File: src/hw/supervisor_consts.vh
// constants of the driver supervisor: offsets, fields, defaults, timing
`ifndef SUPERVISOR_CONSTS_VH
`define SUPERVISOR_CONSTS_VH

`define CLK_KHZ 50000
`define CLK_MHZ 50

`define PUMP_WAIT_MS 10
`define STEP_WAIT_MS 10
`define RESET_PULSE_MS 40
`define PORT_DELAY_MS 300
`define DEGLITCH_MIN_NS 2500

`define PUMP_CYC (`PUMP_WAIT_MS * `CLK_KHZ)
`define STEP_CYC (`STEP_WAIT_MS * `CLK_KHZ)
`define PULSE_CYC (`RESET_PULSE_MS * `CLK_KHZ)
`define PORT_CYC (`PORT_DELAY_MS * `CLK_KHZ)
`define DEGLITCH_CYC ((`DEGLITCH_MIN_NS * `CLK_MHZ + 999) / 1000)

`define OFS_BANK0 4'h0
`define OFS_BANK1 4'h4
`define OFS_EXT 4'h8
`define OFS_STATUS 4'hC

`define BANK0_RST 16'h0080
`define BANK1_RST 16'h0000
`define EXT_RST 16'h0000

`define B0_BUCK_A 7
`define B0_BUCK_B 8
`define B0_BUCK_C 9
`define B0_LDO 13
`define BANK_SEL 15
`define B1_DEEP 11
`define EXT_SEL_LO 0
`define EXT_MASK_LO 8
`define EXT_THERM_LO 13
`define EXT_THERM_HI 14
`define EXT_MOTOR_POL 15

`define SEL_GND 2'h0
`define SEL_PULLDN 2'h1

`define MON_BUCK_A 4'h0
`define MON_BUCK_B 4'h1
`define MON_BUCK_C 4'h2
`define MON_REG_OCP 4'h3
`define MON_UVP 4'h4
`define MON_OVP 4'h5
`define MON_MOTOR 4'h6
`define MON_THERM 4'h7
`define MON_REV0 4'h8
`define MON_REV1 4'h9
`define MON_REV2 4'hA
`define MON_DEV0 4'hB
`define MON_DEV1 4'hC
`define MON_LDO 4'hE

`define ST_OFF 3'h0
`define ST_CAPT 3'h1
`define ST_PUMP 3'h2
`define ST_FIRST 3'h3
`define ST_SECOND 3'h4

`define CNT_W 25

`endif
File: src/hw/clear_deglitch.v
// stability filter for the system clear level
module clear_deglitch #(
	parameter LEN = 125
) (
	input wire clk,
	input wire rst,
	input wire clkEn,
	input wire levelIn,
	output reg levelOut
);
	reg [9:0] stableCnt_r;
	always @(posedge clk) begin
		if (rst) begin
			stableCnt_r <= 10'h000;
			levelOut <= 1'b1;
		end else if (clkEn) begin
			if (levelIn == levelOut) begin
				stableCnt_r <= 10'h000;
			end else if (stableCnt_r == LEN - 1) begin
				stableCnt_r <= 10'h000;
				levelOut <= levelIn;
			end else begin
				stableCnt_r <= stableCnt_r + 10'h001;
			end
		end
	end
endmodule

File: src/hw/driver_supervisor.v
// driver supervisor: start-up order, fault policy, bridges, monitor, register slave
`include "supervisor_consts.vh"
module driver_supervisor #(
	parameter PUMP_CYC = `PUMP_CYC,
	parameter STEP_CYC = `STEP_CYC,
	parameter PULSE_CYC = `PULSE_CYC,
	parameter PORT_CYC = `PORT_CYC,
	parameter DEGLITCH_CYC = `DEGLITCH_CYC,
	// arbitrary value
	parameter [2:0] REV_CODE = 3'h5,
	// arbitrary value
	parameter [1:0] DEV_CODE = 2'h2
) (
	input wire clk,
	input wire rst,
	input wire clkEn,
	input wire [3:0] address,
	input wire read,
	input wire write,
	input wire [31:0] writedata,
	output reg [31:0] readdata,
	output reg waitrequest,
	input wire supplyLow,
	input wire system_clear_n,
	input wire sleep_n,
	input wire wake_request_n,
	input wire [1:0] converter_startup_select,
	input wire buck_a_disable,
	input wire [2:0] bridgeEnable,
	input wire [2:0] bridgePhase,
	input wire serialClk,
	input wire serialData,
	input wire latch_strobe,
	input wire [2:0] convFault,
	input wire ldoFault,
	input wire regOcp,
	input wire regUvp,
	input wire regOvp,
	input wire motorOcp,
	input wire thermal_shutdown,
	output reg [2:0] buckEn,
	output reg ldoEn,
	output reg pumpEn,
	output reg reset_out_n,
	output reg monitorOut,
	output reg [2:0] plusHigh,
	output reg [2:0] plusLow,
	output reg [2:0] minusHigh,
	output reg [2:0] minusLow
);
	localparam [`CNT_W-1:0] PUMP_L = PUMP_CYC[`CNT_W-1:0];
	localparam [`CNT_W-1:0] STEP_L = STEP_CYC[`CNT_W-1:0];
	localparam [`CNT_W-1:0] PULSE_L = PULSE_CYC[`CNT_W-1:0];
	localparam [`CNT_W-1:0] PORT_L = PORT_CYC[`CNT_W-1:0];
	localparam [`CNT_W-1:0] ONE = 25'h000_0001;
	localparam [`CNT_W-1:0] ZERO = 25'h000_0000;

	wire [24:0] pinsRaw;
	wire [24:0] pinsSync;
	wire vmLow;
	wire clearRawN;
	wire clearN;
	wire sleepSync;
	wire wakeN;
	wire [1:0] selSync;
	wire aDisable;
	wire [2:0] enSync;
	wire [2:0] phSync;
	wire sClk;
	wire sData;
	wire strobe;
	wire [2:0] cFault;
	wire lFault;
	wire ocpAny;
	wire uvpAny;
	wire ovpAny;
	wire motorF;
	wire thermF;

	assign pinsRaw = {thermal_shutdown, motorOcp, regOvp, regUvp, regOcp, ldoFault,
		convFault, latch_strobe, serialData, serialClk, bridgePhase, bridgeEnable,
		buck_a_disable, converter_startup_select, wake_request_n, sleep_n,
		system_clear_n, supplyLow};
	assign {thermF, motorF, ovpAny, uvpAny, ocpAny, lFault, cFault, strobe, sData, sClk,
		phSync, enSync, aDisable, selSync, wakeN, sleepSync, clearRawN, vmLow} = pinsSync;

	pin_sync #(
		.W(25),
		.INIT(25'h000_000E)
	) u_sync (
		.clk(clk),
		.rst(rst),
		.clkEn(clkEn),
		.pinIn(pinsRaw),
		.syncOut(pinsSync)
	);

	clear_deglitch #(
		.LEN(DEGLITCH_CYC)
	) u_clear (
		.clk(clk),
		.rst(rst),
		.clkEn(clkEn),
		.levelIn(clearRawN),
		.levelOut(clearN)
	);

	reg [2:0] state_r;
	reg [1:0] flushCnt_r;
	reg [`CNT_W-1:0] stepCnt_r;
	reg [`CNT_W-1:0] porCnt_r;
	reg [`CNT_W-1:0] pulseCnt_r;
	reg released_r;
	reg [1:0] selCap_r;
	reg [15:0] bank0_r;
	reg [15:0] bank1_r;
	reg [15:0] ext_r;
	reg cfgWritten_r;
	reg [15:0] shift_r;
	reg sClkPrev_r;
	reg strobePrev_r;
	reg sleepPrev_r;
	reg motorTrip_r;
	reg thermTrip_r;
	reg [3:0] selTrip_r;
	reg shutAll_r;

	wire gclr = rst | vmLow | ~clearN;
	wire sleepEff = sleepSync | ~released_r;
	wire sleepRise = released_r & sleepSync & ~sleepPrev_r;
	wire motorPol = ext_r[`EXT_MOTOR_POL];
	wire [1:0] thermPol = {ext_r[`EXT_THERM_HI], ext_r[`EXT_THERM_LO]};
	wire thermSoft = thermPol[0] ^ thermPol[1];
	wire [3:0] selMask = ext_r[`EXT_MASK_LO+3:`EXT_MASK_LO];
	wire [3:0] regFault4 = {lFault, cFault[0], cFault[1], cFault[2]};
	wire deepSleep = bank1_r[`B1_DEEP];
	wire faultArm = (state_r >= `ST_PUMP);
	wire motorNew = faultArm & motorF & ~motorTrip_r;
	wire thermNew = faultArm & thermF & ~thermTrip_r;
	wire pulseTrig = (motorNew & ~motorPol) | (thermNew & thermPol == 2'h2);
	wire allOff = shutAll_r | (motorTrip_r & motorPol) | (thermTrip_r & ~thermSoft);
	wire motorsOff = motorTrip_r | thermTrip_r | allOff;
	wire sClkFall = sClkPrev_r & ~sClk;
	wire strobeRise = strobe & ~strobePrev_r & ~sleepEff;
	wire avWr = write & ~waitrequest;
	wire avRd = read & waitrequest;

	// start-up sequencer
	always @(posedge clk) begin
		if (gclr) begin
			state_r <= `ST_OFF;
			flushCnt_r <= 2'h0;
			stepCnt_r <= ZERO;
			porCnt_r <= ZERO;
			released_r <= 1'b0;
			selCap_r <= `SEL_GND;
		end else if (clkEn) begin
			if (!released_r && state_r != `ST_OFF) begin
				if (porCnt_r == PORT_L - ONE) begin
					released_r <= 1'b1;
				end
				porCnt_r <= porCnt_r + ONE;
			end
			case (state_r)
				`ST_OFF: begin
					// wait out the synchroniser flush before strap capture
					if (flushCnt_r == 2'h2) begin
						state_r <= `ST_CAPT;
					end else begin
						flushCnt_r <= flushCnt_r + 2'h1;
					end
				end
				`ST_CAPT: begin
					selCap_r <= selSync;
					stepCnt_r <= ZERO;
					state_r <= `ST_PUMP;
				end
				`ST_PUMP: begin
					if (stepCnt_r == PUMP_L - ONE) begin
						stepCnt_r <= ZERO;
						state_r <= `ST_FIRST;
					end else begin
						stepCnt_r <= stepCnt_r + ONE;
					end
				end
				`ST_FIRST: begin
					if (stepCnt_r == STEP_L - ONE) begin
						stepCnt_r <= ZERO;
						state_r <= `ST_SECOND;
					end else begin
						stepCnt_r <= stepCnt_r + ONE;
					end
				end
				`ST_SECOND: begin
					state_r <= `ST_SECOND;
				end
				default: begin
					state_r <= `ST_OFF;
				end
			endcase
		end
	end

	// configuration registers, serial port and register writes
	always @(posedge clk) begin
		if (gclr) begin
			bank0_r <= `BANK0_RST;
			bank1_r <= `BANK1_RST;
			ext_r <= `EXT_RST;
			cfgWritten_r <= 1'b0;
			shift_r <= 16'h0000;
			sClkPrev_r <= 1'b0;
			strobePrev_r <= 1'b0;
		end else if (clkEn) begin
			sClkPrev_r <= sClk;
			strobePrev_r <= strobe;
			if (sClkFall) begin
				shift_r <= {sData, shift_r[15:1]};
			end
			if (state_r == `ST_CAPT) begin
				bank0_r[`B0_BUCK_B] <= (selSync == `SEL_GND);
				bank0_r[`B0_BUCK_C] <= (selSync == `SEL_GND) | (selSync == `SEL_PULLDN);
				bank0_r[`B0_LDO] <= (selSync == `SEL_GND);
			end
			if (deepSleep && !wakeN) begin
				bank1_r[`B1_DEEP] <= 1'b0;
			end
			if (strobeRise) begin
				cfgWritten_r <= 1'b1;
				if (sData) begin
					ext_r <= shift_r;
				end else if (shift_r[`BANK_SEL]) begin
					bank1_r <= shift_r;
				end else begin
					bank0_r <= shift_r;
				end
			end else if (avWr) begin
				case (address)
					`OFS_BANK0: begin
						bank0_r <= writedata[15:0];
						cfgWritten_r <= 1'b1;
					end
					`OFS_BANK1: begin
						bank1_r <= writedata[15:0];
						cfgWritten_r <= 1'b1;
					end
					`OFS_EXT: begin
						ext_r <= writedata[15:0];
						cfgWritten_r <= 1'b1;
					end
					default: begin
						cfgWritten_r <= cfgWritten_r;
					end
				endcase
			end
		end
	end

	// fault latches and reset pulse timer
	always @(posedge clk) begin
		if (gclr) begin
			motorTrip_r <= 1'b0;
			thermTrip_r <= 1'b0;
			selTrip_r <= 4'h0;
			shutAll_r <= 1'b0;
			pulseCnt_r <= ZERO;
			sleepPrev_r <= 1'b1;
		end else if (clkEn) begin
			sleepPrev_r <= sleepSync;
			motorTrip_r <= (faultArm & motorF) | (motorTrip_r & ~(sleepRise & ~motorPol));
			thermTrip_r <= (faultArm & thermF) | (thermTrip_r & ~(sleepRise & thermSoft));
			selTrip_r <= ({4{faultArm}} & regFault4 & selMask) |
				(selTrip_r & ~{4{sleepRise}});
			shutAll_r <= shutAll_r | (faultArm & |(regFault4 & ~selMask));
			if (pulseTrig) begin
				pulseCnt_r <= PULSE_L - ONE;
			end else if (pulseCnt_r != ZERO) begin
				pulseCnt_r <= pulseCnt_r - ONE;
			end
		end
	end

	// converter, regulator and pump demand
	reg [2:0] convReq;
	reg [2:0] convOn;
	reg ldoReq;
	reg pumpReq;
	reg resetLowReq;
	reg monNxt;
	always @* begin
		convReq = 3'h0;
		if (cfgWritten_r) begin
			convReq = ~{bank0_r[`B0_BUCK_C], bank0_r[`B0_BUCK_B], bank0_r[`B0_BUCK_A]};
		end else begin
			convReq[1] = ~bank0_r[`B0_BUCK_B] & (state_r >= `ST_FIRST);
			convReq[2] = ~bank0_r[`B0_BUCK_C] & (state_r == `ST_SECOND);
			convReq[0] = ~bank0_r[`B0_BUCK_A] & (state_r >= `ST_FIRST);
		end
		convReq[0] = convReq[0] & ~aDisable;
		convOn = convReq & ~{selTrip_r[0], selTrip_r[1], selTrip_r[2]};
		if (allOff || deepSleep || state_r < `ST_PUMP) begin
			convOn = 3'h0;
		end
		ldoReq = cfgWritten_r ? ~bank0_r[`B0_LDO] : convOn[1];
		ldoReq = ldoReq & ~selTrip_r[3] & ~allOff & ~deepSleep;
		pumpReq = (|convOn) | (sleepEff & (~(motorTrip_r | thermTrip_r | shutAll_r) |
			(motorTrip_r & ~thermTrip_r & ~shutAll_r)));
		if ((thermTrip_r && !thermSoft) || deepSleep || state_r < `ST_PUMP) begin
			pumpReq = 1'b0;
		end
		resetLowReq = ~released_r | allOff | pulseTrig | (pulseCnt_r != ZERO);
		case (ext_r[`EXT_SEL_LO+3:`EXT_SEL_LO])
			`MON_BUCK_A: monNxt = ~cFault[0];
			`MON_BUCK_B: monNxt = ~cFault[1];
			`MON_BUCK_C: monNxt = ~cFault[2];
			`MON_REG_OCP: monNxt = ~ocpAny;
			`MON_UVP: monNxt = ~uvpAny;
			`MON_OVP: monNxt = ~ovpAny;
			`MON_MOTOR: monNxt = ~motorF;
			`MON_THERM: monNxt = ~thermF;
			`MON_REV0: monNxt = REV_CODE[0];
			`MON_REV1: monNxt = REV_CODE[1];
			`MON_REV2: monNxt = REV_CODE[2];
			`MON_DEV0: monNxt = DEV_CODE[0];
			`MON_DEV1: monNxt = DEV_CODE[1];
			`MON_LDO: monNxt = ~lFault;
			default: monNxt = 1'b1;
		endcase
	end

	always @(posedge clk) begin
		if (gclr) begin
			buckEn <= 3'h0;
			ldoEn <= 1'b0;
			pumpEn <= 1'b0;
			reset_out_n <= 1'b0;
			monitorOut <= 1'b1;
		end else if (clkEn) begin
			buckEn <= convOn;
			ldoEn <= ldoReq;
			pumpEn <= pumpReq;
			reset_out_n <= ~resetLowReq;
			monitorOut <= monNxt;
		end
	end

	// bridge switch decode
	genvar b;
	generate
		for (b = 0; b < 3; b = b + 1) begin : g_bridge
			wire drive = released_r & sleepSync & enSync[b] & ~motorsOff & ~deepSleep;
			always @(posedge clk) begin
				if (gclr) begin
					plusHigh[b] <= 1'b0;
					plusLow[b] <= 1'b0;
					minusHigh[b] <= 1'b0;
					minusLow[b] <= 1'b0;
				end else if (clkEn) begin
					plusHigh[b] <= drive & phSync[b];
					minusLow[b] <= drive & phSync[b];
					plusLow[b] <= drive & ~phSync[b];
					minusHigh[b] <= drive & ~phSync[b];
				end
			end
		end
	endgenerate

	// register slave, one wait state per access
	always @(posedge clk) begin
		if (rst) begin
			readdata <= 32'h0000_0000;
			waitrequest <= 1'b1;
		end else if (clkEn) begin
			waitrequest <= ~((read | write) & waitrequest);
			if (avRd) begin
				case (address)
					`OFS_BANK0: readdata <= {16'h0000, bank0_r};
					`OFS_BANK1: readdata <= {16'h0000, bank1_r};
					`OFS_EXT: readdata <= {16'h0000, ext_r};
					`OFS_STATUS: readdata <= {16'h0000, state_r, released_r, cfgWritten_r,
						deepSleep, motorTrip_r, thermTrip_r, shutAll_r, selTrip_r,
						selCap_r, pumpEn};
					default: readdata <= 32'h0000_0000;
				endcase
			end
		end
	end
endmodule

File: src/hw/pin_sync.v
// two-flop synchroniser for a bundle of pin inputs
module pin_sync #(
	parameter W = 1,
	parameter [W-1:0] INIT = {W{1'b0}}
) (
	input wire clk,
	input wire rst,
	input wire clkEn,
	input wire [W-1:0] pinIn,
	output wire [W-1:0] syncOut
);
	reg [W-1:0] stage1_r;
	reg [W-1:0] stage2_r;
	genvar i;
	generate
		for (i = 0; i < W; i = i + 1) begin : g_bit
			always @(posedge clk) begin
				if (rst) begin
					stage1_r[i] <= INIT[i];
					stage2_r[i] <= INIT[i];
				end else if (clkEn) begin
					stage1_r[i] <= pinIn[i];
					stage2_r[i] <= stage1_r[i];
				end
			end
		end
	endgenerate
	assign syncOut = stage2_r;
endmodule

File: config.mk
export PLATFORM = sky130hd
export DESIGN_NAME = driver_supervisor
export DESIGN_NICKNAME = d
export VERILOG_FILES = /design/src/hw/clear_deglitch.v /design/src/hw/driver_supervisor.v /design/src/hw/pin_sync.v
export VERILOG_INCLUDE_DIRS = /design/src /design/src/hw
export SDC_FILE = /design/constraint.sdc
export NUM_CORES = 1
export LEC_CHECK = 0
export BUFFER_PORTS_ARGS = -buffer_cell sky130_fd_sc_hd__buf_2
export CAP_MARGIN = 20
export CELL_PAD_IN_SITES_DETAIL_PLACEMENT = 1
export CELL_PAD_IN_SITES_GLOBAL_PLACEMENT = 2
export CORE_ASPECT_RATIO = 1.4
export CORE_MARGIN = 5
export CORE_UTILIZATION = 25
export CTS_CLUSTER_DIAMETER = 150
export DETAILED_ROUTE_END_ITERATION = 8
export PLACE_DENSITY = 0.55
export SYNTH_ARGS = -nofsm -noshare
export SYNTH_HDL_FRONTEND = slang
export SYNTH_SLANG_ARGS = --single-unit
File: constraint.sdc
create_clock -name clk -period 7.15 [get_ports clk]
set_input_delay 0.715 -clock clk [delete_from_list [all_inputs] [get_ports clk]]
set_output_delay 0.715 -clock clk [all_outputs]
set_load 0.02 [all_outputs]
==> flow_metrics.tcl, run 1 <==
set metrics [dict create \
    status "finished clean" \
    ys_warn_count 0 \
    cts_setup_buffers 0 \
    die_h_um 263 \
    rsz0062_at_grt "false" \
    core_mm2 0.0452 \
    synth_edf_count 0 \
    pin_count 118 \
    crit_slowest_cell "nor3_2" \
    finalCritPeriodShare_pct 43.9 \
    yosys_most_used_dff "dfxtp_1" \
    tightestPinTransition_ps 1040 \
    hold_path_class "in2reg" \
    grt_pass1_wl_mm 61.0 \
    cts_root_buf "clkbuf_16" \
    insertion_delay_ps 570 \
    drc 0 \
    cp_data_arrival_time_ps 3560 \
    cts.sinks 249 \
    post_drt_wl_per_cell_um 19.6 \
    numPortBuffers 85 \
    critPathLaunchType "register" \
    grt_pass1_vias 10300 \
    fin_crit_ps 3140 \
    start_util_pct 25.3 \
    worstSetupEndpointType "register" \
    synth_cell_type_count 84 \
    area_growth_pct 16.4 \
    htree_num_levels 1 \
    worstHoldStart "bridgeEnable[2]" \
    rows 92 \
    setup-tns-final_ps 0 \
    nNetsFinal 1433 \
    p_per_area_mw_per_mm2 282 \
    slowest_delay_ps 690 \
    grt_max_degree 84 \
    synth-xor-area-share_pct 3.37 \
    synth_top_family_by_area "simple AND/OR/NAND/NOR gates" \
    slew-limit-headroom_pct 30.2 \
    clkSlewWorstSetupHoldPaths_ps 60 \
    synth-simple-area-share_pct 21.9 \
    hold_violations 0 \
    yosysSeqAreaShare_pct 43.5 \
    synth_compound_area_share_pct 18.6 \
    synthMuxAreaShare_pct 6.59 \
    crit_type "reg2reg" \
    worstReg2RegStart "released_r" \
    synthAdderAreaFrac_pct 0.765 \
    grt_overflow_total 0 \
    setup_violations 0 \
    first_iter_violations 354 \
    antenna_found_initial 0 \
    die_w_um 191 \
    synth_area_mm2 0.0114 \
    cap_violations 0 \
    grt_usage_pct 15.2 \
    holdWs_ps 401 \
    seq_area_mm2 0.00498 \
    synth_cells 1308 \
    ant_nets 0 \
    hpwl_mm 26.4 \
    post_cts_resized 0 \
    fin_skew_ps 24.8 \
    wl_mm 39.0 \
    cts_tree "yes" \
    fmax_ghz 0.318 \
    cp_cell_sequence "nand4bb_1 > buf_4 > nor3_2 > buf_4 > o21ai_0 > buf_4 > a22oi_1 > nor2_1" \
    ir_worst_vdd_mv 0.159 \
    required_ps 7570 \
    async_flop_share_pct 0 \
    multi_input_area_mm2 0.00597 \
    cts_buffers 29 \
    holdBufCountCts 0 \
    gp_congestion 0.740 \
    critPathLaunch "released_r" \
    synth-seq-cells 249 \
    dieArea_mm2 0.0502 \
    fin_cells 1989 \
    p_leak_nw 4.87 \
    crit_top_cell "buf_4" \
    drtPass1Iterations 5 \
    final_layout_size_suffix_gt1_share_pct 14.3 \
    fillers 5284 \
    p_total_mw 3.76 \
    vias_per_cell 4.96 \
    syn_avg_cell_area_um2 8.75 \
    dpl.cell_count 1940 \
    num_vias 9872 \
    antenna_cells 0 \
    clk_path_buf_depth 3 \
    slew_viol_final 0 \
    critPathMaxFanout 21 \
]
==> placed cells by master (no fill, tap or decap), types with 11 or more instances in the layout <==
master	count
a211oi_1	24
a21o_1	16
a21oi_1	77
a222oi_1	16
a22o_1	27
a22oi_1	31
a31oi_1	11
buf_2	84
buf_4	28
clkbuf_16	29
conb_1	16
dfxtp_1	249
inv_1	20
mux2i_1	72
nand2_1	127
nand3_1	35
nand4_1	19
nor2_1	179
nor3_1	17
nor4_1	13
o21ai_0	24
o31ai_1	16
or3_1	12
or4_1	15
xnor2_1	11
xor2_1	33
==> where the power goes <==
group | switching (mW) | internal, mW
combinational | 0.499 | 0.284
clock | 0.594 | 0.836
sequential | 0.0759 | 1.47
total | 1.17 | 2.59
==> registers in the layout (all words and copies together), names as in the netlist, 2 cells and up <==
name and flops:
flushCnt_r 2, selCap_r 2, stepCnt_r 25, u_clear.stableCnt_r 10, pulseCnt_r 25, u_sync.syncOut 25, buckEn 3, readdata 16
porCnt_r 25, u_sync.stage1_r 25, state_r 3, bank0_r 16, bank1_r 16, minusHigh 3, shift_r 16, minusLow 3
ext_r 16, selTrip_r 4
==> critical path, delay by kind of cell (launching register included) <==
kind,cells,cell delay [ps]
DFF,1,640
buffers and inverters,3,910
and+or+nand+nor,3,890
AOI/OAI and AO/OA,2,540
==> logic make-up after synthesis <==
kind of cell               Yosys count
AOI/OAI and AO/OA                  302
xor gates and xnor gates            44
adders and majority gates            7
buffers and inverters              128
DFF                                249
muxes                               74
other                                1
and+or+nand+nor                    503
==> final cells by class <==
cell class / count / area share [%]
clock inverters: 5 / 0.375
clock buffers: 44 / 6.32
inverters: 21 / 0.591
flip-flops and latches: 249 / 37.4
well taps: 611 / 5.73
multi-input cells: 946 / 44.8
repair buffers: 113 / 4.81
==> metrics by stage <==
stage,instance area [um^2],utilization (%),worst slack [ps]
after floorplan,11500,-,4620
after global placement,12400,27.5,3460
after detailed placement,12400,27.5,3470
after CTS,13300,29.5,3900
after global routing,13300,29.5,3790
final,13300,29.5,4010
==> layer usage <==
| layer | wire (um) | GRT usage, % |
|---|---|---|
| met1 | 16600 | 18.4 |
| met5 | 0 | 0 |
| met3 | 1390 | 1.92 |
| met2 | 20300 | 28.1 |
| met4 | 731 | 3.69 |
==> path summary, 6_finish.rpt <==
kind         cells after the start  slack, ps                  to
max                              8       4010          bank0_r[4]
min reg2reg                      2        450        readdata[10]
max reg2reg                      8       4010          bank0_r[4]
min                              3        400  u_sync.stage1_r[9]
==> synthesized netlist by cell type (all sizes together) (3+ instances only) <==
cell type  number  area, um^2
a211oi         25         193
a21o           16         120
a21oi          78         390
a221oi          3        26.3
a222oi         16         160
a22o           27         236
a22oi          31         233
a311oi          7        61.3
a31oi          11        68.8
a32oi           8        70.1
a41oi           3        26.3
and2            7        43.8
and3           10        62.6
buf            40         253
clkbuf         67         272
dfxtp         249        4980
ha              7        87.6
inv            20        75.1
mux2i          72         721
nand2         128         480
nand2b          7        43.8
nand3          36         185
nand3b          5        37.5
nand4          19         119
nand4b          4        35.0
nor2          179         672
nor2b           7        43.8
nor3           22         125
nor3b           4        35.0
nor4           19         150
nor4b           4        62.6
nor4bb          3        30.0
o211ai          5        37.5
o21a            4        30.0
o21ai          29         145
o31ai          16         120
o41ai           3        26.3
or2             7        43.8
or3            15         101
or4            19         155
xnor2          11        96.3
xor2           33         289
Power figures use the tool's default switching activity.
==> run 2: changes to the inputs <==
--- a/config.mk
+++ b/config.mk
@@ -15,7 +15,7 @@
 export CORE_UTILIZATION = 25
 export CTS_CLUSTER_DIAMETER = 150
 export DETAILED_ROUTE_END_ITERATION = 8
-export PLACE_DENSITY = 0.55
+export PLACE_DENSITY = 0.58
 export SYNTH_ARGS = -nofsm -noshare
 export SYNTH_HDL_FRONTEND = slang
 export SYNTH_SLANG_ARGS = --single-unit
==> constraint.sdc (replaced) <==
create_clock -name clk -period 2.78 [get_ports clk]
set_input_delay 0.278 -clock clk [delete_from_list [all_inputs] [get_ports clk]]
set_output_delay 0.278 -clock clk [all_outputs]
set_load 0.02 [all_outputs]
==> flow_metrics.tcl, run 2 (synthesis results as in run 1) <==
set metrics [dict create \
    final_cell_mix "249 x dfxtp_1, 179 x nor2_1, 127 x nand2_1" \
    hpwl_mm 27.4 \
    crit_slowest_cell "or3b_2" \
    holdWs_ps 61.5 \
    holdPathEnd "bank0_r[15]" \
    cts_root_buf "clkbuf_16" \
    setup-tns-final_ps 0 \
    nNetsFinal 1482 \
    cp_cell_sequence "inv_1 > ha_1 > or3b_2 > nor4b_4 > a41o_2 > nor2_1 > a311oi_1" \
    worstSetupEndpointType "register" \
    critPathMaxFanout 13 \
    htree_num_levels 1 \
    cpLargestDelayFamily "simple AND/OR/NAND/NOR gates" \
    grt_max_degree 62 \
    clk_path_buf_depth 3 \
    rr_endpoint "pulseCnt_r[3]" \
    required_ps 3250 \
    crit_type "reg2reg" \
    die_w_um 191 \
    cts_setup_buffers 0 \
    path_buf_inv 1 \
    r2r_cells 7 \
    drtPass1Iterations 5 \
    slew-limit-headroom_pct 43.7 \
    final_common_cell "dfxtp_1" \
    antenna_cells 0 \
    vias_per_cell 4.93 \
    area_growth_pct 20.8 \
    fin_ws_ps 262 \
    dieArea_mm2 0.0502 \
    numPortBuffers 85 \
    antenna_found_initial 0 \
    dpl_worst_slack_ps 99.8 \
    critPathLaunchType "register" \
    setup_violations 0 \
    ant_nets 0 \
    tightestPinTransition_ps 844 \
    rsz0062_at_grt "false" \
    grt_overflow_total 0 \
    holdPathStages 3 \
    cp_data_arrival_time_ps 2980 \
    slowest_delay_ps 520 \
    post_drt_wl_per_cell_um 19.1 \
    cap_violations 0 \
    grt_usage_pct 15.3 \
    p_per_area_mw_per_mm2 719 \
    critPathLaunch "pulseCnt_r[0]" \
    hold_path_class "in2reg" \
    gp_congestion 0.767 \
    fin_cells 2042 \
    ir_worst_vdd_mv 0.427 \
    wl_mm 39.1 \
    cts.sinks 249 \
    insertion_delay_ps 560 \
    cts_tree "yes" \
    dpl.cell_count 1965 \
    reg2reg_slack_ps 260 \
    final_layout_size_suffix_gt1_share_pct 15.9 \
    die_h_um 263 \
    fmax_ghz 0.397 \
    status "finished clean" \
    hold_violations 0 \
    fillers 5265 \
    grt_pass1_vias 10600 \
    worstReg2RegStart "pulseCnt_r[0]" \
    cts_buffers 28 \
    fin_skew_ps 13.2 \
    clkSlewWorstSetupHoldPaths_ps 70 \
    drc 0 \
    p_leak_nw 5.12 \
    num_vias 10100 \
    finalCritPeriodShare_pct 90.6 \
    grt_pass1_wl_mm 62.0 \
    fin_crit_ps 2520 \
    worstHoldStart "writedata[15]" \
    core_mm2 0.0452 \
    rows 92 \
    first_iter_violations 418 \
    slew_viol_final 0 \
    p_total_mw 9.94 \
    start_util_pct 25.3 \
    pin_count 118 \
]
[run 2: report_power, final]
| group | leakage [nW] | internal [mW] | switching (mW) | total (mW) |
|---|---|---|---|---|
| Combinational | 2.65 | 0.838 | 1.31 | 2.14 |
| Clock | 0.455 | 2.23 | 1.61 | 3.83 |
| Sequential | 2.02 | 3.77 | 0.198 | 3.97 |
| Total | 5.12 | 6.83 | 3.11 | 9.94 |
[run 2: timing repair]
item / in CTS / in global routing
endpoints found under the hold margin: 25 / 0
hold buffers: 25 / 0
endpoints found under the setup margin: 0 / 4
resized for setup: 0 / 1
[run 2: final cells by class]
class | instances | area (um^2) | share of cell area (%)
clock buffer | 39 | 813 | 5.88
clock inverter | 13 | 125 | 0.905
inverter | 21 | 78.8 | 0.570
multi-input combinational | 946 | 5960 | 43.1
sequential | 249 | 4980 | 36.0
tap | 611 | 764 | 5.53
timing repair buffer | 163 | 1100 | 7.99
[run 2: tightest hold or removal path: cells and delay by family]
kind | cells | cell delay (ps)
AOI/OAI and AO/OA | 1 | 100
buffers and inverters | 1 | 120
and+or+nand+nor | 1 | 80
[run 2: stage by stage]
step | util, % | instance area [um^2]
after floorplan | - | 11500
after global placement | 27.9 | 12600
after detailed placement | 27.9 | 12600
after CTS | 30.6 | 13800
after global routing | 30.6 | 13800
final | 30.6 | 13800
[run 2: metal layers]
layer,global-route usage [%],share of wire [%]
met3,1.64,2.7
met1,19.2,44
met2,27.2,50
met5,0,0
met4,5.05,2.8
[run 2: worst max-delay path by stage]
stage	to	slack, ps	cells past startpoint
final	pulseCnt_r[3]	260	7
after global routing	pulseCnt_r[5]	30	7
after CTS	pulseCnt_r[5]	70	7
after detailed placement	pulseCnt_r[5]	100	7
after global placement	pulseCnt_r[2]	170	7
after floorplan	u_clear.stableCnt_r[4]	510	8
